`src/verilog/bisc_pkg.sv`:
```
package bisc_pkg;

	// ------------------------------------------------------------
	// command and reply codes
	// ------------------------------------------------------------
	localparam logic [7:0] CMD_DEV_INQ    = 8'h20;
	localparam logic [7:0] CMD_CLK_INQ    = 8'h21;
	localparam logic [7:0] CMD_RATIO_INQ  = 8'h22;
	localparam logic [7:0] CMD_FREQ_INQ   = 8'h23;
	localparam logic [7:0] CMD_UBOOT_INQ  = 8'h24;
	localparam logic [7:0] CMD_USER_INQ   = 8'h25;
	localparam logic [7:0] CMD_BLOCK_INQ  = 8'h26;
	localparam logic [7:0] CMD_PSIZE_INQ  = 8'h27;
	localparam logic [7:0] CMD_DEV_SEL    = 8'h10;
	localparam logic [7:0] CMD_CLK_SEL    = 8'h11;
	localparam logic [7:0] CMD_RATE_SEL   = 8'h3F;
	localparam logic [7:0] CMD_KEY_ENTER  = 8'h40;
	localparam logic [7:0] CMD_KEY_CHECK  = 8'h60;
	localparam logic [7:0] CMD_STATUS_INQ = 8'h4F;

	localparam logic [7:0] RSP_DEV_INQ    = 8'h30;
	localparam logic [7:0] RSP_CLK_INQ    = 8'h31;
	localparam logic [7:0] RSP_RATIO_INQ  = 8'h32;
	localparam logic [7:0] RSP_FREQ_INQ   = 8'h33;
	localparam logic [7:0] ACK_DEV_SEL    = 8'h36;
	localparam logic [7:0] ACK_CLK_SEL    = 8'h06;
	localparam logic [7:0] ERR_CMD        = 8'h80;
	localparam logic [7:0] ERR_DEV_SEL    = 8'h90;
	localparam logic [7:0] ERR_CLK_SEL    = 8'h91;
	localparam logic [7:0] ECODE_SUM      = 8'h11;
	localparam logic [7:0] ECODE_DEV      = 8'h21;
	localparam logic [7:0] ECODE_MODE     = 8'h22;
	localparam logic [7:0] SUM_ZERO       = 8'h00;

	// ------------------------------------------------------------
	// frame layout
	// ------------------------------------------------------------
	localparam logic [7:0] DEV_SEL_LEN    = 8'h07;
	localparam logic [7:0] CLK_SEL_LEN    = 8'h04;
	localparam logic [7:0] DEV_SEL_SIZE   = 8'h04;
	localparam logic [7:0] CLK_SEL_SIZE   = 8'h01;
	localparam logic [7:0] CODE_LEN       = 8'h04;
	localparam int         ENTRY_LEN      = 10;
	localparam int         ENTRY_TBL      = 8;
	localparam int         HDR_LEN        = 2;

	// ------------------------------------------------------------
	// supported tables (device and product codes are arbitrary)
	// ------------------------------------------------------------
	localparam int NUM_DEV = 2;
	localparam logic [NUM_DEV*ENTRY_TBL*8-1:0] DEV_TABLE = {
		32'h44563031, 32'h50413031,
		32'h44563032, 32'h50413032};
	localparam int NUM_MODES = 2;
	localparam logic [NUM_MODES*8-1:0] MODE_TABLE = {8'h00, 8'h01};
	localparam int RATIO_LEN = 7;
	localparam logic [RATIO_LEN*8-1:0] RATIO_TABLE = {
		8'h02, 8'h02, 8'h04, 8'h08, 8'h02, 8'h02, 8'hFE};
	localparam int FREQ_LEN = 9;
	localparam logic [FREQ_LEN*8-1:0] FREQ_TABLE = {
		8'h02, 16'h07D0, 16'h2710, 16'h03E8, 16'h1388};

	// ------------------------------------------------------------
	// serial frame timing
	// ------------------------------------------------------------
	localparam int         BAUD_W     = 16;
	localparam logic [3:0] DATA_BITS  = 4'h8;
	localparam logic [3:0] FRAME_BITS = 4'hA;

	// ------------------------------------------------------------
	// types
	// ------------------------------------------------------------
	typedef enum logic [1:0] {
		BISC_PH_INQ,
		BISC_PH_KEY,
		BISC_PH_PROG
	} bisc_phase_type;

	typedef enum logic [2:0] {
		BISC_K_DEV,
		BISC_K_CLK,
		BISC_K_RATIO,
		BISC_K_FREQ,
		BISC_K_SHORT
	} bisc_rsp_type;

	typedef struct packed {
		logic       valid;
		logic [7:0] data;
	} bisc_byte_type;

	typedef struct packed {
		logic       dev_valid;
		logic       dev_idx;
		logic       mode_valid;
		logic [7:0] mode;
	} bisc_sel_type;

endpackage

```
`src/verilog/bisc_serial_link.sv`:
```
module bisc_serial_link (
	input  wire logic                        clk_i,     // system clock
	input  wire logic                        reset_i,   // async reset, high
	input  wire logic                        rxd_i,     // serial receive pin
	input  wire logic [bisc_pkg::BAUD_W-1:0] baud_div_i, // clocks per bit
	input  wire logic                        tx_go_i,   // send tx_data_i
	input  wire logic [7:0]                  tx_data_i, // byte to send
	output logic                             tx_ready_o, // transmitter idle
	output logic                             txd_o,     // serial transmit pin
	output bisc_pkg::bisc_byte_type          rx_o       // received byte pulse
);

	// ------------------------------------------------------------
	// receiver
	// ------------------------------------------------------------
	typedef enum logic [1:0] {RX_IDLE, RX_START, RX_DATA, RX_STOP} bisc_rx_type;

	bisc_rx_type                 rx_st_q, rx_st_d;
	logic [bisc_pkg::BAUD_W-1:0] rx_cnt_q, rx_cnt_d;
	logic [3:0]                  rx_bit_q, rx_bit_d;
	logic [7:0]                  rx_sh_q, rx_sh_d;
	logic                        sync1_q, sync2_q;
	bisc_pkg::bisc_byte_type     rx_d;

	always_comb begin
		rx_st_d  = rx_st_q;
		rx_cnt_d = rx_cnt_q - 1'b1;
		rx_bit_d = rx_bit_q;
		rx_sh_d  = rx_sh_q;
		rx_d     = '{valid: 1'b0, data: rx_sh_q};
		unique case (rx_st_q)
			RX_IDLE: begin
				rx_cnt_d = baud_div_i >> 1;
				if (!sync2_q) begin
					rx_st_d = RX_START;
				end
			end
			RX_START: begin
				if (rx_cnt_q == '0) begin
					rx_cnt_d = baud_div_i - 1'b1;
					rx_bit_d = '0;
					rx_st_d  = sync2_q ? RX_IDLE : RX_DATA;
				end
			end
			RX_DATA: begin
				if (rx_cnt_q == '0) begin
					rx_cnt_d = baud_div_i - 1'b1;
					rx_sh_d  = {sync2_q, rx_sh_q[7:1]};
					rx_bit_d = rx_bit_q + 1'b1;
					if (rx_bit_q == bisc_pkg::DATA_BITS - 1'b1) begin
						rx_st_d = RX_STOP;
					end
				end
			end
			RX_STOP: begin
				if (rx_cnt_q == '0) begin
					rx_d.valid = sync2_q;
					rx_st_d    = RX_IDLE;
				end
			end
		endcase
	end

	always_ff @(posedge clk_i or posedge reset_i) begin
		if (reset_i) begin
			sync1_q  <= 1'b1;
			sync2_q  <= 1'b1;
			rx_st_q  <= RX_IDLE;
			rx_cnt_q <= '0;
			rx_bit_q <= '0;
			rx_sh_q  <= '0;
			rx_o     <= '0;
		end else begin
			sync1_q  <= rxd_i;
			sync2_q  <= sync1_q;
			rx_st_q  <= rx_st_d;
			rx_cnt_q <= rx_cnt_d;
			rx_bit_q <= rx_bit_d;
			rx_sh_q  <= rx_sh_d;
			rx_o     <= rx_d;
		end
	end

	// ------------------------------------------------------------
	// transmitter: start bit, eight data bits lsb first, stop bit
	// ------------------------------------------------------------
	logic [9:0]                  tx_sh_q, tx_sh_d;
	logic [3:0]                  tx_bit_q, tx_bit_d;
	logic [bisc_pkg::BAUD_W-1:0] tx_cnt_q, tx_cnt_d;
	logic                        tx_busy_q, tx_busy_d;
	logic                        txd_d;

	always_comb begin
		tx_sh_d   = tx_sh_q;
		tx_bit_d  = tx_bit_q;
		tx_cnt_d  = tx_cnt_q;
		tx_busy_d = tx_busy_q;
		txd_d     = txd_o;
		if (!tx_busy_q) begin
			if (tx_go_i) begin
				tx_sh_d   = {1'b1, tx_data_i, 1'b0};
				tx_bit_d  = '0;
				tx_cnt_d  = baud_div_i - 1'b1;
				tx_busy_d = 1'b1;
				txd_d     = 1'b0;
			end
		end else if (tx_cnt_q == '0) begin
			tx_cnt_d = baud_div_i - 1'b1;
			tx_bit_d = tx_bit_q + 1'b1;
			tx_sh_d  = {1'b1, tx_sh_q[9:1]};
			if (tx_bit_q == bisc_pkg::FRAME_BITS - 1'b1) begin
				tx_busy_d = 1'b0;
				txd_d     = 1'b1;
			end else begin
				txd_d = tx_sh_q[1];
			end
		end else begin
			tx_cnt_d = tx_cnt_q - 1'b1;
		end
	end

	always_ff @(posedge clk_i or posedge reset_i) begin
		if (reset_i) begin
			tx_sh_q   <= '1;
			tx_bit_q  <= '0;
			tx_cnt_q  <= '0;
			tx_busy_q <= 1'b0;
			txd_o     <= 1'b1;
		end else begin
			tx_sh_q   <= tx_sh_d;
			tx_bit_q  <= tx_bit_d;
			tx_cnt_q  <= tx_cnt_d;
			tx_busy_q <= tx_busy_d;
			txd_o     <= txd_d;
		end
	end

	assign tx_ready_o = !tx_busy_q;

endmodule

```
`src/verilog/bisc_cmd_interp.sv`:
```
module bisc_cmd_interp (
	input  wire logic                        clk_i,      // 25 MHz system clock
	input  wire logic                        reset_i,    // async reset, high
	input  wire logic                        rxd_i,      // serial receive pin
	input  wire logic [bisc_pkg::BAUD_W-1:0] baud_div_i, // adjusted clocks per bit
	input  bisc_pkg::bisc_phase_type         phase_i,    // current boot phase
	output logic                             txd_o,      // serial transmit pin
	output bisc_pkg::bisc_sel_type           sel_o,      // recorded selections
	output bisc_pkg::bisc_byte_type          fwd_o       // command owned elsewhere
);

	// ------------------------------------------------------------
	// serial link
	// ------------------------------------------------------------
	bisc_pkg::bisc_byte_type rx;
	logic                    tx_ready;
	logic                    tx_go;
	logic [7:0]              tx_data;

	bisc_serial_link u_link (
		.clk_i      (clk_i),
		.reset_i    (reset_i),
		.rxd_i      (rxd_i),
		.baud_div_i (baud_div_i),
		.tx_go_i    (tx_go),
		.tx_data_i  (tx_data),
		.tx_ready_o (tx_ready),
		.txd_o      (txd_o),
		.rx_o       (rx)
	);

	// ------------------------------------------------------------
	// reply frame contents
	// ------------------------------------------------------------
	function automatic logic [7:0] body_len(input bisc_pkg::bisc_rsp_type k,
	                                        input bisc_pkg::bisc_sel_type s);
		int n;
		n = 0;
		unique case (k)
			bisc_pkg::BISC_K_DEV: begin
				n = s.dev_valid ? 1 : bisc_pkg::NUM_DEV;
				n = 1 + n * bisc_pkg::ENTRY_LEN;
			end
			bisc_pkg::BISC_K_CLK:   n = s.mode_valid ? 1 : bisc_pkg::NUM_MODES;
			bisc_pkg::BISC_K_RATIO: n = bisc_pkg::RATIO_LEN;
			bisc_pkg::BISC_K_FREQ:  n = bisc_pkg::FREQ_LEN;
			bisc_pkg::BISC_K_SHORT: n = 0;
		endcase
		return 8'(n);
	endfunction

	function automatic logic [7:0] frame_byte(input bisc_pkg::bisc_rsp_type k,
	                                          input logic [7:0] i,
	                                          input bisc_pkg::bisc_sel_type s);
		int b, e, d, p;
		logic [7:0] r;
		b = int'(i) - bisc_pkg::HDR_LEN;
		e = 0;
		d = 0;
		p = 0;
		r = 8'h00;
		if (i == 8'h01) begin
			r = body_len(k, s);
		end else begin
			unique case (k)
				bisc_pkg::BISC_K_DEV: begin
					if (i == 8'h00) begin
						r = bisc_pkg::RSP_DEV_INQ;
					end else if (b == 0) begin
						r = s.dev_valid ? 8'h01 : 8'(bisc_pkg::NUM_DEV);
					end else begin
						e = (b - 1) % bisc_pkg::ENTRY_LEN;
						d = (b - 1) / bisc_pkg::ENTRY_LEN + (s.dev_valid ? int'(s.dev_idx) : 0);
						if (e == 0 || e == int'(bisc_pkg::CODE_LEN) + 1) begin
							r = bisc_pkg::CODE_LEN;
						end else begin
							p = d * bisc_pkg::ENTRY_TBL + (e <= int'(bisc_pkg::CODE_LEN) ? e - 1 : e - 2);
							r = bisc_pkg::DEV_TABLE[(bisc_pkg::NUM_DEV * bisc_pkg::ENTRY_TBL - 1 - p) * 8 +: 8];
						end
					end
				end
				bisc_pkg::BISC_K_CLK: begin
					if (i == 8'h00) begin
						r = bisc_pkg::RSP_CLK_INQ;
					end else if (s.mode_valid) begin
						r = s.mode;
					end else begin
						r = bisc_pkg::MODE_TABLE[(bisc_pkg::NUM_MODES - 1 - b) * 8 +: 8];
					end
				end
				bisc_pkg::BISC_K_RATIO: begin
					r = (i == 8'h00) ? bisc_pkg::RSP_RATIO_INQ :
					    bisc_pkg::RATIO_TABLE[(bisc_pkg::RATIO_LEN - 1 - b) * 8 +: 8];
				end
				bisc_pkg::BISC_K_FREQ: begin
					r = (i == 8'h00) ? bisc_pkg::RSP_FREQ_INQ :
					    bisc_pkg::FREQ_TABLE[(bisc_pkg::FREQ_LEN - 1 - b) * 8 +: 8];
				end
				bisc_pkg::BISC_K_SHORT: r = 8'h00;
			endcase
		end
		return r;
	endfunction

	// ------------------------------------------------------------
	// command interpreter
	// ------------------------------------------------------------
	typedef enum logic [1:0] {ST_CMD, ST_ARGS, ST_SEND} bisc_state_type;

	bisc_state_type          st_q, st_d;
	bisc_pkg::bisc_rsp_type  kind_q, kind_d;
	bisc_pkg::bisc_sel_type  sel_d;
	bisc_pkg::bisc_byte_type fwd_d;
	logic [7:0]              cmd_q, cmd_d;
	logic [7:0]              cnt_q, cnt_d;
	logic [7:0]              rsum_q, rsum_d;
	logic [7:0]              size_q, size_d;
	logic [31:0]             code_q, code_d;
	logic [7:0]              idx_q, idx_d;
	logic [7:0]              tsum_q, tsum_d;
	logic [7:0]              s0_q, s0_d;
	logic [7:0]              s1_q, s1_d;
	logic [7:0]              slen_q, slen_d;
	logic [7:0]              last;
	logic [7:0]              fsum;
	logic                    inq;
	logic                    hit;
	logic                    hit_idx;

	always_comb begin
		st_d    = st_q;
		kind_d  = kind_q;
		sel_d   = sel_o;
		fwd_d   = '{valid: 1'b0, data: rx.data};
		cmd_d   = cmd_q;
		cnt_d   = cnt_q;
		rsum_d  = rsum_q;
		size_d  = size_q;
		code_d  = code_q;
		idx_d   = idx_q;
		tsum_d  = tsum_q;
		s0_d    = s0_q;
		s1_d    = s1_q;
		slen_d  = slen_q;
		tx_go   = 1'b0;
		tx_data = 8'h00;
		inq     = (phase_i == bisc_pkg::BISC_PH_INQ);
		fsum    = rsum_q + rx.data;
		hit     = 1'b0;
		hit_idx = 1'b0;
		for (int k = 0; k < bisc_pkg::NUM_DEV; k++) begin
			if (code_q == bisc_pkg::DEV_TABLE[(bisc_pkg::NUM_DEV - k) * bisc_pkg::ENTRY_TBL * 8 - 1 -: 32]) begin
				hit     = 1'b1;
				hit_idx = 1'(k);
			end
		end
		last = (kind_q == bisc_pkg::BISC_K_SHORT) ? slen_q :
		       8'(bisc_pkg::HDR_LEN) + body_len(kind_q, sel_o);
		unique case (st_q)
			ST_CMD: begin
				if (rx.valid) begin
					cmd_d  = rx.data;
					idx_d  = '0;
					tsum_d = '0;
					kind_d = bisc_pkg::BISC_K_SHORT;
					s0_d   = bisc_pkg::ERR_CMD;
					s1_d   = rx.data;
					slen_d = 8'h02;
					st_d   = ST_SEND;
					cnt_d  = 8'h01;
					rsum_d = rx.data;
					case (rx.data)
						bisc_pkg::CMD_DEV_INQ: begin
							if (inq) kind_d = bisc_pkg::BISC_K_DEV;
						end
						bisc_pkg::CMD_CLK_INQ: begin
							if (inq) kind_d = bisc_pkg::BISC_K_CLK;
						end
						bisc_pkg::CMD_RATIO_INQ: begin
							if (inq && sel_o.mode_valid) kind_d = bisc_pkg::BISC_K_RATIO;
						end
						bisc_pkg::CMD_FREQ_INQ: begin
							if (inq && sel_o.mode_valid) kind_d = bisc_pkg::BISC_K_FREQ;
						end
						bisc_pkg::CMD_DEV_SEL: begin
							if (inq) st_d = ST_ARGS;
						end
						bisc_pkg::CMD_CLK_SEL: begin
							if (inq && sel_o.dev_valid) st_d = ST_ARGS;
						end
						bisc_pkg::CMD_UBOOT_INQ, bisc_pkg::CMD_USER_INQ,
						bisc_pkg::CMD_BLOCK_INQ, bisc_pkg::CMD_PSIZE_INQ,
						bisc_pkg::CMD_RATE_SEL: begin
							if (inq && sel_o.mode_valid) begin
								fwd_d.valid = 1'b1;
								st_d        = ST_CMD;
							end
						end
						bisc_pkg::CMD_KEY_ENTER: begin
							if (inq) begin
								fwd_d.valid = 1'b1;
								st_d        = ST_CMD;
							end
						end
						bisc_pkg::CMD_KEY_CHECK: begin
							if (phase_i == bisc_pkg::BISC_PH_KEY) begin
								fwd_d.valid = 1'b1;
								st_d        = ST_CMD;
							end
						end
						bisc_pkg::CMD_STATUS_INQ: begin
							if (phase_i != bisc_pkg::BISC_PH_KEY) begin
								fwd_d.valid = 1'b1;
								st_d        = ST_CMD;
							end
						end
						default: ;
					endcase
				end
			end
			ST_ARGS: begin
				if (rx.valid) begin
					rsum_d = fsum;
					cnt_d  = cnt_q + 1'b1;
					if (cnt_q == 8'h01) begin
						size_d = rx.data;
					end else begin
						code_d = {code_q[23:0], rx.data};
					end
					idx_d  = '0;
					tsum_d = '0;
					slen_d = 8'h02;
					if (cmd_q == bisc_pkg::CMD_DEV_SEL && cnt_q == bisc_pkg::DEV_SEL_LEN - 1'b1) begin
						st_d = ST_SEND;
						s0_d = bisc_pkg::ERR_DEV_SEL;
						if (fsum != bisc_pkg::SUM_ZERO || size_q != bisc_pkg::DEV_SEL_SIZE) begin
							s1_d = bisc_pkg::ECODE_SUM;
						end else if (!hit) begin
							s1_d = bisc_pkg::ECODE_DEV;
						end else begin
							s0_d             = bisc_pkg::ACK_DEV_SEL;
							slen_d           = 8'h01;
							sel_d.dev_valid  = 1'b1;
							sel_d.dev_idx    = hit_idx;
						end
					end
					if (cmd_q == bisc_pkg::CMD_CLK_SEL && cnt_q == bisc_pkg::CLK_SEL_LEN - 1'b1) begin
						st_d = ST_SEND;
						s0_d = bisc_pkg::ERR_CLK_SEL;
						if (fsum != bisc_pkg::SUM_ZERO || size_q != bisc_pkg::CLK_SEL_SIZE) begin
							s1_d = bisc_pkg::ECODE_SUM;
						end else if (!(code_q[7:0] inside {bisc_pkg::MODE_TABLE[15:8],
						                                   bisc_pkg::MODE_TABLE[7:0]})) begin
							s1_d = bisc_pkg::ECODE_MODE;
						end else begin
							s0_d             = bisc_pkg::ACK_CLK_SEL;
							slen_d           = 8'h01;
							sel_d.mode_valid = 1'b1;
							sel_d.mode       = code_q[7:0];
						end
					end
				end
			end
			ST_SEND: begin
				if (tx_ready) begin
					tx_go = 1'b1;
					if (kind_q == bisc_pkg::BISC_K_SHORT) begin
						tx_data = (idx_q == 8'h00) ? s0_q : s1_q;
					end else if (idx_q == last) begin
						tx_data = bisc_pkg::SUM_ZERO - tsum_q;
					end else begin
						tx_data = frame_byte(kind_q, idx_q, sel_o);
					end
					tsum_d = tsum_q + tx_data;
					idx_d  = idx_q + 1'b1;
					if ((kind_q == bisc_pkg::BISC_K_SHORT && idx_q == slen_q - 1'b1) ||
					    (kind_q != bisc_pkg::BISC_K_SHORT && idx_q == last)) begin
						st_d = ST_CMD;
					end
				end
			end
			default: st_d = ST_CMD;
		endcase
	end

	always_ff @(posedge clk_i or posedge reset_i) begin
		if (reset_i) begin
			st_q   <= ST_CMD;
			kind_q <= bisc_pkg::BISC_K_SHORT;
			sel_o  <= '0;
			fwd_o  <= '0;
			cmd_q  <= '0;
			cnt_q  <= '0;
			rsum_q <= '0;
			size_q <= '0;
			code_q <= '0;
			idx_q  <= '0;
			tsum_q <= '0;
			s0_q   <= '0;
			s1_q   <= '0;
			slen_q <= '0;
		end else begin
			st_q   <= st_d;
			kind_q <= kind_d;
			sel_o  <= sel_d;
			fwd_o  <= fwd_d;
			cmd_q  <= cmd_d;
			cnt_q  <= cnt_d;
			rsum_q <= rsum_d;
			size_q <= size_d;
			code_q <= code_d;
			idx_q  <= idx_d;
			tsum_q <= tsum_d;
			s0_q   <= s0_d;
			s1_q   <= s1_d;
			slen_q <= slen_d;
		end
	end

endmodule

```
`config.mk`:
```
export PLATFORM = sky130hd
export DESIGN_NAME = bisc_cmd_interp
export DESIGN_NICKNAME = d
export VERILOG_FILES = /design/src/verilog/bisc_pkg.sv /design/src/verilog/bisc_serial_link.sv /design/src/verilog/bisc_cmd_interp.sv
export SDC_FILE = /design/constraint.sdc
export NUM_CORES = 1
export LEC_CHECK = 0
export BUFFER_PORTS_ARGS = -buffer_cell sky130_fd_sc_hd__buf_2
export CORE_MARGIN = 2
export CORE_UTILIZATION = 30
export DETAILED_ROUTE_END_ITERATION = 8
export SYNTH_ARGS = -nofsm -noshare
export SYNTH_HDL_FRONTEND = slang
export SYNTH_HIERARCHICAL = 1
export SYNTH_SLANG_ARGS = --single-unit
```
`constraint.sdc`:
```
create_clock -name clk_i -period 10.9 [get_ports clk_i]
set_input_delay 2.18 -clock clk_i [delete_from_list [all_inputs] [get_ports clk_i]]
set_output_delay 2.18 -clock clk_i [all_outputs]
set_load 0.05 [all_outputs]
```
==> summary.txt, run 1 <==
Status
  – Run status: finished clean

Route
  – 1st-iter DRT viols: 1,016
  – Total iterations of the first detailed-routing run: 6
  – Via density per instance: 5.46
  – Total wirelength of the detailed-routed design: 38,000 um
  – Drt drc: 0
  – Post-DRT Antenna Nets: 0
  – Total via count after detailed routing: 12,031
  – Wire length per cell after detailed routing: 17.3 um

Timing
  – Max-slew violations: 0
  – Achievable clock frequency: 0.0979 GHz
  – Final critical-path required period: 10,220 ps
  – Final-layout worst hold slack: 358 ps
  – Post-route clock period utilization: 0.938
  – Worst setup skew after layout: 23.2 ps
  – Hold Vio Cnt, Final: 0
  – Final number of setup-violating endpoints: 0
  – Slew @ Worst Pin: 1010 ps
  – Worst slew margin relative to its limit: 0.327
  – Setup ws final: between 600 and 700 ps

Worst setup path
  – Worst stage delay on the critical path: 760 ps
  – Slowest library cell on the worst path: dfrtp_1
  – Data arrival time of the critical path: between 10,000 and 15,000 ps
  – Startpoint type of the worst setup path: flop
  – Critical-path maximum fanout: 15
  – Path type of the worst setup path: flop to flop
  – Capturing element type of the critical path: flop
  – Required time reported for the critical path endpoint: 11,230 ps

Floorplanning
  – Number of rows created at floorplan: 78
  – Die width: 218 um
  – Core area: 0.0453 mm2
  – Total Die Area: between 0.04 and 0.05 mm2
  – Overall die height: about 220 um
  – Number of top-level pins: 42
  – Initial core utilization: 0.303

Global routing
  – Via count of the first global-routing pass: 11,564
  – Number of antenna violations at the first check in global routing: 1
  – Global-route wire length before repair: 61,800 um
  – Overall overflow remaining after global route: 0
  – Maximum number of pins on one net before global-route repair: 77
  – Combined global-route utilization of all metal layers: 0.161

Yosys
  – Adder-cell area share of the yosys netlist: 0.0549
  – Count of flip-flops with a built-in enable after synthesis: 0
  – Library cell with the largest summed area after synthesis: dfrtp_1
  – Number of storage elements in the synthesis netlist: 191
  – Basic-gate share of the synthesized area counting and, or, nand and nor cells: 0.213
  – Share of synthesized area spent on multiplexers: 0.0591
  – Synthesized-area fraction occupied by ao, oa, aoi and oai cells: 0.213
  – Number of nets produced by synthesis: between 1,500 and 2,000
  – Share of flip-flops with an asynchronous set or reset after synthesis: 1.00
  – Synth area leaders: dfrtp_1 33%, ha_1 5.2%, mux2_2 4.6%, xnor2_1 4.1%, nand2_1 4.1%
  – Main combinational cell family by area after synthesis: simple AND/OR/NAND/NOR gates
  – Post-Syn Area: 0.0137 mm2
  – Post-Synth XOR/XNOR Area: 0.0696
  – Main flop type after synthesis: dfrtp_1
  – Share of the synthesized area in the top cell type: 0.326
  – Count of warnings emitted by yosys: 6
  – Syn avg cell area: slightly below 9 um2
  – Cell variety after synth: ~100
  – Part of the Yosys area used for sequential elements: 0.349
  – Gate count after technology mapping: 1,555

Cells and area
  – Share of final-layout standard cells stronger than drive strength 1: 0.174
  – Area occupied by registers: 0.00480 mm2
  – Multi-input combinational cell area: 0.00862 mm2
  – Count of nets after finishing: 1,670
  – Final std cells w/o fill: ~2,200
  – Area growth from synthesis to layout: 13.7%
  – Post-layout utilization of the core: 0.345
  – Most common cell after layout, fill and taps aside: dfrtp_1
  – Commonest cells after routing, fill and taps aside: 178 x dfrtp_1, 148 x nand2_1, 126 x nor2_1
  – Number of inserted filler cells in the final layout: 4,700

Clocking
  – CTS H-tree lvls: 4
  – CTS clk-pin slew, worst paths: roughly 70 ps
  – Root buffer cell: clkbuf_16
  – Clock buffers created by TritonCTS: 17
  – Number of sinks on the clock net: approximately 190
  – Maximum clock insertion buffer count: 2
  – Clock insertion delay at the later pin of the skew report: 470 ps
  – CTS tree: done

Power
  – Design Power: around 0.0018 W
  – Worst IR drop on VDD: 0.134 mV
  – Static Leakage: approximately 6.7 nW
  – Cell area power density: 117 mW/mm2

Run
  – Number of max-capacitance violations reported: 0

Placed design
  – Placer Congestion: roughly 0.94
  – Placed Cells incl. Taps: roughly 2,200
  – HPWL after detailed placement: 28,000 um
  – Worst slack after detailed placement: slightly above 300 ps
  – Number of port buffers: 41

Worst hold path
  – Classification of the worst-slack hold path: flop to flop
[worst max-delay path, delay by kind of cell (launching register included)]
kind | cells | cell delay [ps]
buffers and inverters | 6 | 950
AOI/OAI and AO/OA | 21 | 3760
DFF | 1 | 760
adders and majority gates | 5 | 1410
muxes | 1 | 120
xor gates and xnor gates | 7 | 1150
and+or+nand+nor | 11 | 1950
[worst paths after layout]
path                                           from                  endpoint  slack (ps)  cells past startpoint
min reg2reg                u_link/sync1_q$_DFF_PP1_  u_link/sync2_q$_DFF_PP1_         360                      0
max in group asynchronous                   reset_i    code_q[22]$_DFFE_PP0P_        7830                      3
max                            idx_q[4]$_DFFE_PP0P_     tsum_q[7]$_DFFE_PP0P_         680                     51
min in group asynchronous                   reset_i        fwd_o[7]$_DFF_PP0_        1940                      2
min                        u_link/sync1_q$_DFF_PP1_  u_link/sync2_q$_DFF_PP1_         360                      0
max reg2reg                    idx_q[4]$_DFFE_PP0P_     tsum_q[7]$_DFFE_PP0P_         680                     51
[per-stage QoR]
| step | TNS, ps | area (um2) |
|---|---|---|
| floorplan | 0 | 13700 |
| global placement | 0 | 14700 |
| detailed placement | 0 | 14700 |
| CTS | 0 | 15300 |
| global route | -26.9 | 15600 |
| finish | 0 | 15600 |
[kinds of logic (layout without fill, tap and decap cells)]
group	count (synthesis)	in the layout
compound gates	421	421
xor+xnor	105	105
fa+ha+maj	59	59
other cells	0	1
flops	191	191
simple gates	566	566
buf+inv	139	187
mux	74	74
[synthesized netlist by cell type, types with 7 or more instances]
cell type  number
a22oi_1         7
nand3_1        57
mux2_2         56
a211oi_1       15
mux2i_1        18
clkbuf_1       51
xor2_1         37
nor3b_1         8
nand4b_1       10
xnor2_1        64
a22o_1          7
o211ai_1       23
o31ai_1        10
a221o_1         9
nand2_1       149
or3_1          12
o21ai_0        99
a211o_1        10
a221oi_1        7
o22ai_1        18
nor2b_1        13
inv_1          56
dfrtp_1       179
nand2b_1       12
nand4_1        21
nand3b_1        7
and3_1         10
dfstp_2        12
nor4_1         22
a21oi_1        79
a21o_1         19
buf_1           8
a31oi_1        16
buf_2          14
and2_1         23
nor2_1        127
ha_1           57
nor4b_1         9
nor3_1         49
[layer usage]
metal  vias up  GRT usage  wire, um
li1       5803          -         -
met1      5826      0.227     18100
met2       359      0.248     17000
met3        43     0.0322      2210
met4         0     0.0465       705
met5         -          0         0
[final cells by class]
type / instances / share of cell area
inverters: 61 / 0.0148
repair buffers: 94 / 0.0389
flip-flops and latches: 191 / 0.307
multi-input cells: 1225 / 0.552
well taps: 600 / 0.0481
clock buffers: 18 / 0.0275
diodes: 1 / 0.000160
clock inverters: 14 / 0.0113
[registers in the layout (all words and copies together) (netlist names), 9 cells and up, named ones only]
register and cells:
code_q 32, u_link/rx_cnt_q 16, u_link/tx_cnt_q 16, sel_o 11
fwd_o 9, u_link/rx_o 9
[report_power, final]
part	internal, W	switching [W]	leakage (nW)
combinational	0.000143	0.000191	3.87
sequential	0.000764	0.0000744	2.51
clock	0.000347	0.000307	0.286
[repair_timing]
action / CTS / global route
resized for setup: 0 / 43
hold buffers: 0 / 0
setup endpoints to repair: 0 / 6
setup buffers: 0 / 8
No activity file was read; power rests on OpenSTA's default activity.
==> run 2: changes to the inputs <==
- CORE_UTILIZATION: 30 -> 31
- CTS_CLUSTER_DIAMETER: default -> 120
==> run 2 against run 1 <==
Effect of this change:
- critical path depth is 3 lower
- highest routed layer unchanged
- first-iteration DRC count rose by 10%
- clock power up 6.7%
- clock skew increased by 5.7 ps
- core utilization grew 0.70 points
- total power is 2.5% higher
- via count is essentially flat
- die area shrank 3.2%
- sequential power is essentially flat
- largest power group unchanged
- non-clock buffer count fell by 9
==> summary.txt, run 2 (synthesized netlist as in run 1, its figures left out) <==
Status
  – Run status: finished clean

Route
  – Post-DRT Antenna Nets: 0
  – Via density per instance: 5.50
  – Wire length per cell after detailed routing: 17.4 um
  – 1st-iter DRT viols: 1,118
  – Total iterations of the first detailed-routing run: 5
  – Total via count after detailed routing: 12,025
  – Total wirelength of the detailed-routed design: 38,000 um
  – Drt drc: 0

Timing
  – Max-slew violations: 0
  – Post-route clock period utilization: 0.933
  – Final number of setup-violating endpoints: 0
  – Sum Neg Setup Slack: 0 ps
  – Hold Vio Cnt, Final: 0
  – Worst setup skew after layout: 28.9 ps
  – Achievable clock frequency: 0.0983 GHz
  – Slew @ Worst Pin: 1000 ps
  – Final-layout worst hold slack: approximately 360 ps
  – Final critical-path required period: 10,170 ps
  – Worst slew margin relative to its limit: 0.333

Global routing
  – Global-route wire length before repair: between 60,000 and 70,000 um
  – Via count of the first global-routing pass: roughly 12,000
  – Met2 Use GR: 0.260
  – Number of antenna violations at the first check in global routing: 2
  – Routing usage on met1: 0.235
  – Combined global-route utilization of all metal layers: 0.166
  – Most utilized layer in the global route result: met2
  – Overall overflow remaining after global route: 0
  – Maximum number of pins on one net before global-route repair: between 70 and 80
  – GR Util met3: 0.0305

Floorplanning
  – Core area: 0.0439 mm2
  – Die width: 214 um
  – Initial core utilization: 0.313
  – Number of top-level pins: 42
  – Number of rows created at floorplan: 77
  – Overall die height: ~210 um
  – Total Die Area: 0.0460 mm2

Power
  – Worst IR drop on VDD: 0.151 mV
  – Cell area power density: ~120 mW/mm2
  – Design Power: 0.00187 W
  – Static Leakage: 6.66 nW

Worst hold path
  – Cell depth of the worst min-delay path: 0
  – Classification of the worst-slack hold path: flop to flop

Worst setup path
  – Data arrival time of the critical path: 10,530 ps
  – Worst stage delay on the critical path: 610 ps
  – Slowest library cell on the worst path: dfrtp_1
  – Cell occurring most often along the worst timing path: xnor2_1
  – Path type of the worst setup path: flop to flop
  – Required time reported for the critical path endpoint: between 10,000 and 15,000 ps
  – Critical-path maximum fanout: 15
  – Startpoint type of the worst setup path: flop
  – Capturing element type of the critical path: flop
  – Flop-to-flop setup slack: 730 ps
  – Cell depth of the worst flop-to-flop path: 48

Clocking
  – Clock buffers created by TritonCTS: 17
  – CTS H-tree lvls: 4
  – CTS tree: done
  – Root buffer cell: clkbuf_16
  – Clock insertion delay at the later pin of the skew report: 470 ps
  – CTS clk-pin slew, worst paths: around 90 ps
  – Number of sinks on the clock net: roughly 190
  – Maximum clock insertion buffer count: 2

Cells and area
  – Count of nets after finishing: 1,661
  – Registers with the most flip-flops: code_q (32), u_link/rx_cnt_q (16), u_link/tx_cnt_q (16)
  – Most common cell after layout, fill and taps aside: dfrtp_1
  – Share of final-layout standard cells stronger than drive strength 1: 0.163
  – Register containing the most flip-flops in the final layout: code_q
  – Area growth from synthesis to layout: 12.6%
  – Commonest cells after routing, fill and taps aside: 179 x dfrtp_1, 149 x nand2_1, 127 x nor2_1
  – Largest register FFs: 32
  – Post-layout utilization of the core: 0.352

Placed design
  – Number of port buffers: 41
  – HPWL after detailed placement: 27,900 um
  – Placer Congestion: 0.913

Run
  – Number of max-capacitance violations reported: 0
-- run 2: stage by stage --
stage / worst slack [ps] / instance area (um2) / instances
2_1_floorplan: 819 / 13700 / 1555
5_1_grt: -32.9 / 15500 / 2187
6_report: 729 / 15500 / 2188
3_5_place_dp: 509 / 14700 / 2151
4_1_cts: 451 / 15300 / 2183
3_3_place_gp: 758 / 14700 / 2151
-- run 2: path summary, 6_finish.rpt --
| path | from | endpoint |
|---|---|---|
| setup / recovery | idx_q[4]$_DFFE_PP0P_ | tsum_q[7]$_DFFE_PP0P_ |
| hold / removal | u_link/sync1_q$_DFF_PP1_ | u_link/sync2_q$_DFF_PP1_ |
| setup reg to reg | idx_q[4]$_DFFE_PP0P_ | tsum_q[7]$_DFFE_PP0P_ |
| hold reg to reg | u_link/sync1_q$_DFF_PP1_ | u_link/sync2_q$_DFF_PP1_ |
| max in group asynchronous | reset_i | sel_o[2]$_DFFE_PP0P_ |
| min in group asynchronous | reset_i | fwd_o[4]$_DFF_PP0_ |
-- run 2: power breakdown --
group / leakage, nW / internal (W) / total, W / switching, W
Combinational: 3.83 / 0.000142 / 0.000335 / 0.000192
Sequential: 2.52 / 0.000763 / 0.000839 / 0.0000757
Clock: 0.308 / 0.000374 / 0.000698 / 0.000324
Total: 6.66 / 0.00128 / 0.00187 / 0.000591
-- run 2: layout make-up --
class	count	area, um2
well taps	592	741
repair buffers	85	536
diodes	2	5.00
multi-input cells	1225	8510
clock inverters	15	218
inverters	61	231
flip-flops and latches	191	4790
fillers	4577	28500
clock buffers	17	425
-- run 2: layer usage --
layer  vias to the layer above  wire (um)
li1                       5782          -
met1                      5881      18300
met2                       323      17300
met3                        39       1880
met4                         0        489
met5                         -          0
-- run 2: timing repair --
action                                  4_1_cts  5_1_grt
hold endpoints to repair                      0        0
buffers inserted                              0        3
hold buffers                                  0        0
resized for setup                             0       24
endpoints found under the setup margin        0        5
-- run 2: critical path, delay by kind of cell (launching register included) --
| family | cells | cell delay (ps) |
|---|---|---|
| DFF | 1 | 610 |
| and+or+nand+nor | 12 | 2370 |
| xor gates and xnor gates | 9 | 1870 |
| muxes | 1 | 140 |
| buffers and inverters | 2 | 160 |
| AOI/OAI and AO/OA | 19 | 3550 |
| adders and majority gates | 5 | 1380 |
==> run 3: changes to the inputs <==
- ABC_AREA: default -> 1
- GPL_ROUTABILITY_DRIVEN: default -> 1
==> run 3 against run 2 <==
Effect of this change:
- die area is 1.6% lower
- first-iteration DRC count is 14% lower
- worst hold slack better by 6.1 ps
- area after synthesis is 1.6% lower
- count of clock-buffer cells in the layout stayed put
- sequential share of layout area is 1.3 points higher
- clock skew is 14 ps lower
- routed wire length is 8.8% lower
- sequential cell count stayed put
- critical path depth is 23 higher
- register-to-register slack better by 340 ps
==> summary.txt, run 3 <==
Timing
  – Post-route clock period utilization: 0.902
  – Hold Vio Cnt, Final: 0
  – Sum Neg Setup Slack: 0 ps
  – Final number of setup-violating endpoints: 0
  – Achievable clock frequency: 0.102 GHz
  – Final critical-path required period: 9830 ps
  – Setup ws final: 1070 ps
  – Unrepaired setup endpoints after global routing: no
  – Worst setup skew after layout: 15.0 ps
  – Max-slew violations: 0
  – Worst slew margin relative to its limit: 0.393
  – Slew @ Worst Pin: 911 ps

Yosys
  – Count of flip-flops with a built-in enable after synthesis: 0
  – Share of the synthesized area in the top cell type: 0.331
  – Synth area leaders: dfrtp_1 33%, nand2_1 12%, inv_1 6.9%, nor2_1 5.9%, ha_1 5.3%
  – Syn avg cell area: 7.23 um2
  – Cell variety after synth: 67
  – Count of warnings emitted by yosys: 6
  – Library cell with the largest summed area after synthesis: dfrtp_1
  – Number of nets produced by synthesis: 1,949
  – Gate count after technology mapping: 1,869
  – Most used standard cells in the synthesized netlist: 427 x nand2_1, 247 x inv_1, 214 x nor2_1, 179 x dfrtp_1, 111 x o21ai_0
  – Most frequent cell after synthesis: nand2_1
  – Post-Syn Area: 0.0135 mm2
  – Part of the Yosys area used for sequential elements: 0.355
  – Main flop type after synthesis: dfrtp_1
  – Share of flip-flops with an asynchronous set or reset after synthesis: 1.00
  – Number of storage elements in the synthesis netlist: 191

Cells and area
  – Registers with the most flip-flops: code_q (32), u_link/rx_cnt_q (16), u_link/tx_cnt_q (16)
  – Most common cell after layout, fill and taps aside: nand2_1
  – Total inserted antenna cells: 0
  – Share of final-layout standard cells stronger than drive strength 1: 0.117
  – Area occupied by registers: 0.00479 mm2
  – Commonest cells after routing, fill and taps aside: 427 x nand2_1, 245 x inv_1, 214 x nor2_1
  – Count of nets after finishing: 1,974
  – Number of inserted filler cells in the final layout: between 4,000 and 5,000
  – Multi-input combinational cell area: 0.00744 mm2
  – Largest register FFs: 32
  – Register containing the most flip-flops in the final layout: code_q
  – Area growth from synthesis to layout: 9.96%

Worst setup path
  – Critical-path maximum fanout: 13
  – Cell depth of the worst flop-to-flop path: around 70
  – Critical register-to-register path endpoint: tsum_q[7]$_DFFE_PP0P_
  – Worst setup path start: idx_q[1]$_DFFE_PP0P_
  – Path type of the worst setup path: flop to flop
  – Capturing element type of the critical path: flop
  – Critical R2R Launch: idx_q[1]$_DFFE_PP0P_
  – Cell occurring most often along the worst timing path: nand2_1
  – Data arrival time of the critical path: 10,140 ps
  – Startpoint type of the worst setup path: flop
  – Worst stage delay on the critical path: 520 ps
  – Required time reported for the critical path endpoint: 11,210 ps
  – Flop-to-flop setup slack: 1070 ps
  – Destination of the critical timing path: tsum_q[7]$_DFFE_PP0P_
  – Slowest library cell on the worst path: dfrtp_1

Route
  – Total via count after detailed routing: 12,211
  – Post-DRT Antenna Nets: 0
  – Via density per instance: 4.90
  – 1st-iter DRT viols: 966
  – Wire length per cell after detailed routing: 13.9 um
  – Drt drc: 0
  – Total wirelength of the detailed-routed design: approximately 35,000 um
  – Total iterations of the first detailed-routing run: 5

Floorplanning
  – Number of top-level pins: 42
  – Initial core utilization: 0.314
  – Die width: 213 um
  – Overall die height: 213 um
  – Core area: 0.0431 mm2
  – Total Die Area: 0.0453 mm2
  – Number of rows created at floorplan: 76

Run
  – Number of max-capacitance violations reported: 0

Global routing
  – Most utilized layer in the global route result: met2
  – Number of antenna violations at the first check in global routing: 0
  – Combined global-route utilization of all metal layers: 0.159
  – Met2 Use GR: 0.268
  – Via count of the first global-routing pass: 11,770
  – Overall overflow remaining after global route: 0
  – Global-route wire length before repair: 58,500 um
  – Routing usage on met1: 0.211
  – GR Util met3: 0.0229
  – Maximum number of pins on one net before global-route repair: 72

Clocking
  – CTS H-tree lvls: 4
  – CTS tree: done
  – CTS clk-pin slew, worst paths: 80 ps
  – Number of sinks on the clock net: 191
  – Number of post-CTS setup repair buffers: 0
  – Root buffer cell: clkbuf_16
  – Clock insertion delay at the later pin of the skew report: 450 ps
  – Clock buffers created by TritonCTS: 17
  – Count of instances resized after the clock tree is built: 0
  – Post-CTS Hold Buffers: 0
  – Maximum clock insertion buffer count: 2

Placed design
  – Worst slack after detailed placement: 1210 ps
  – Placer Congestion: 0.916
  – HPWL after detailed placement: 26,100 um
  – Number of port buffers: 41

Status
  – Run status: finished clean

Worst hold path
  – Classification of the worst-slack hold path: flop to flop
[run 3: cell types whose count changed after synthesis, sizes merged, moves of 18 or more]
cell,change
clkbuf,-26
o21ai,+18
a21oi,+21
and2,-23
mux2,-51
xnor2,-46
a21o,-19
nand3,+71
nand2,+322
nor2,+103
inv,+207
[run 3: how the worst min path moves through the flow]
stage                                  start                       end  cells after the start
floorplan           u_link/sync1_q$_DFF_PP1_  u_link/sync2_q$_DFF_PP1_                      0
global placement    u_link/sync1_q$_DFF_PP1_  u_link/sync2_q$_DFF_PP1_                      0
detailed placement  u_link/sync1_q$_DFF_PP1_  u_link/sync2_q$_DFF_PP1_                      0
CTS                 u_link/sync1_q$_DFF_PP1_  u_link/sync2_q$_DFF_PP1_                      0
global route        u_link/sync1_q$_DFF_PP1_  u_link/sync2_q$_DFF_PP1_                      0
finish              u_link/sync1_q$_DFF_PP1_  u_link/sync2_q$_DFF_PP1_                      0
[run 3: through the flow]
step           cell area, um2  utilization  std cells  hold WS, ps
2_1_floorplan           13500            -       1869          345
3_3_place_gp            14300        0.331       2460          354
3_5_place_dp            14300        0.331       2460          354
4_1_cts                 14900        0.345       2492          365
5_1_grt                 14900        0.345       2492          369
6_report                14900        0.345       2492          365
[run 3: cell families after synthesis]
kind of cell    share of synthesized area
compound gates                      0.130
xor+xnor                           0.0416
fa+ha+maj                          0.0557
buf+inv                            0.0947
flops                               0.355
mux                               0.00583
simple gates                        0.318
[run 3: layout make-up]
class,count,area share
Multi-Input combinational cell,1364,0.501
Clock buffer,17,0.0286
Sequential cell,191,0.323
Tap cell,585,0.0493
Clock inverter,15,0.0114
Timing Repair Buffer,49,0.0179
Inverter,271,0.0696
[run 3: worst max-delay path, delay by kind of cell, from the launching register on]
kind            cells  cell delay (ps)
flops               1              520
compound gates      7             1110
xor+xnor            8             1650
fa+ha+maj           6             1840
simple gates       42             3780
buf+inv             8              770
[run 3: layer usage]
metal | part of all wire | wire [um]
met2 | 0.47 | 16200
met5 | 0 | 0
met4 | 0.019 | 662
met1 | 0.47 | 16400
met3 | 0.040 | 1380
Power of run 3 is not shown: default switching activity piles up to over one toggle a cycle in this logic, so the estimate is an artifact.
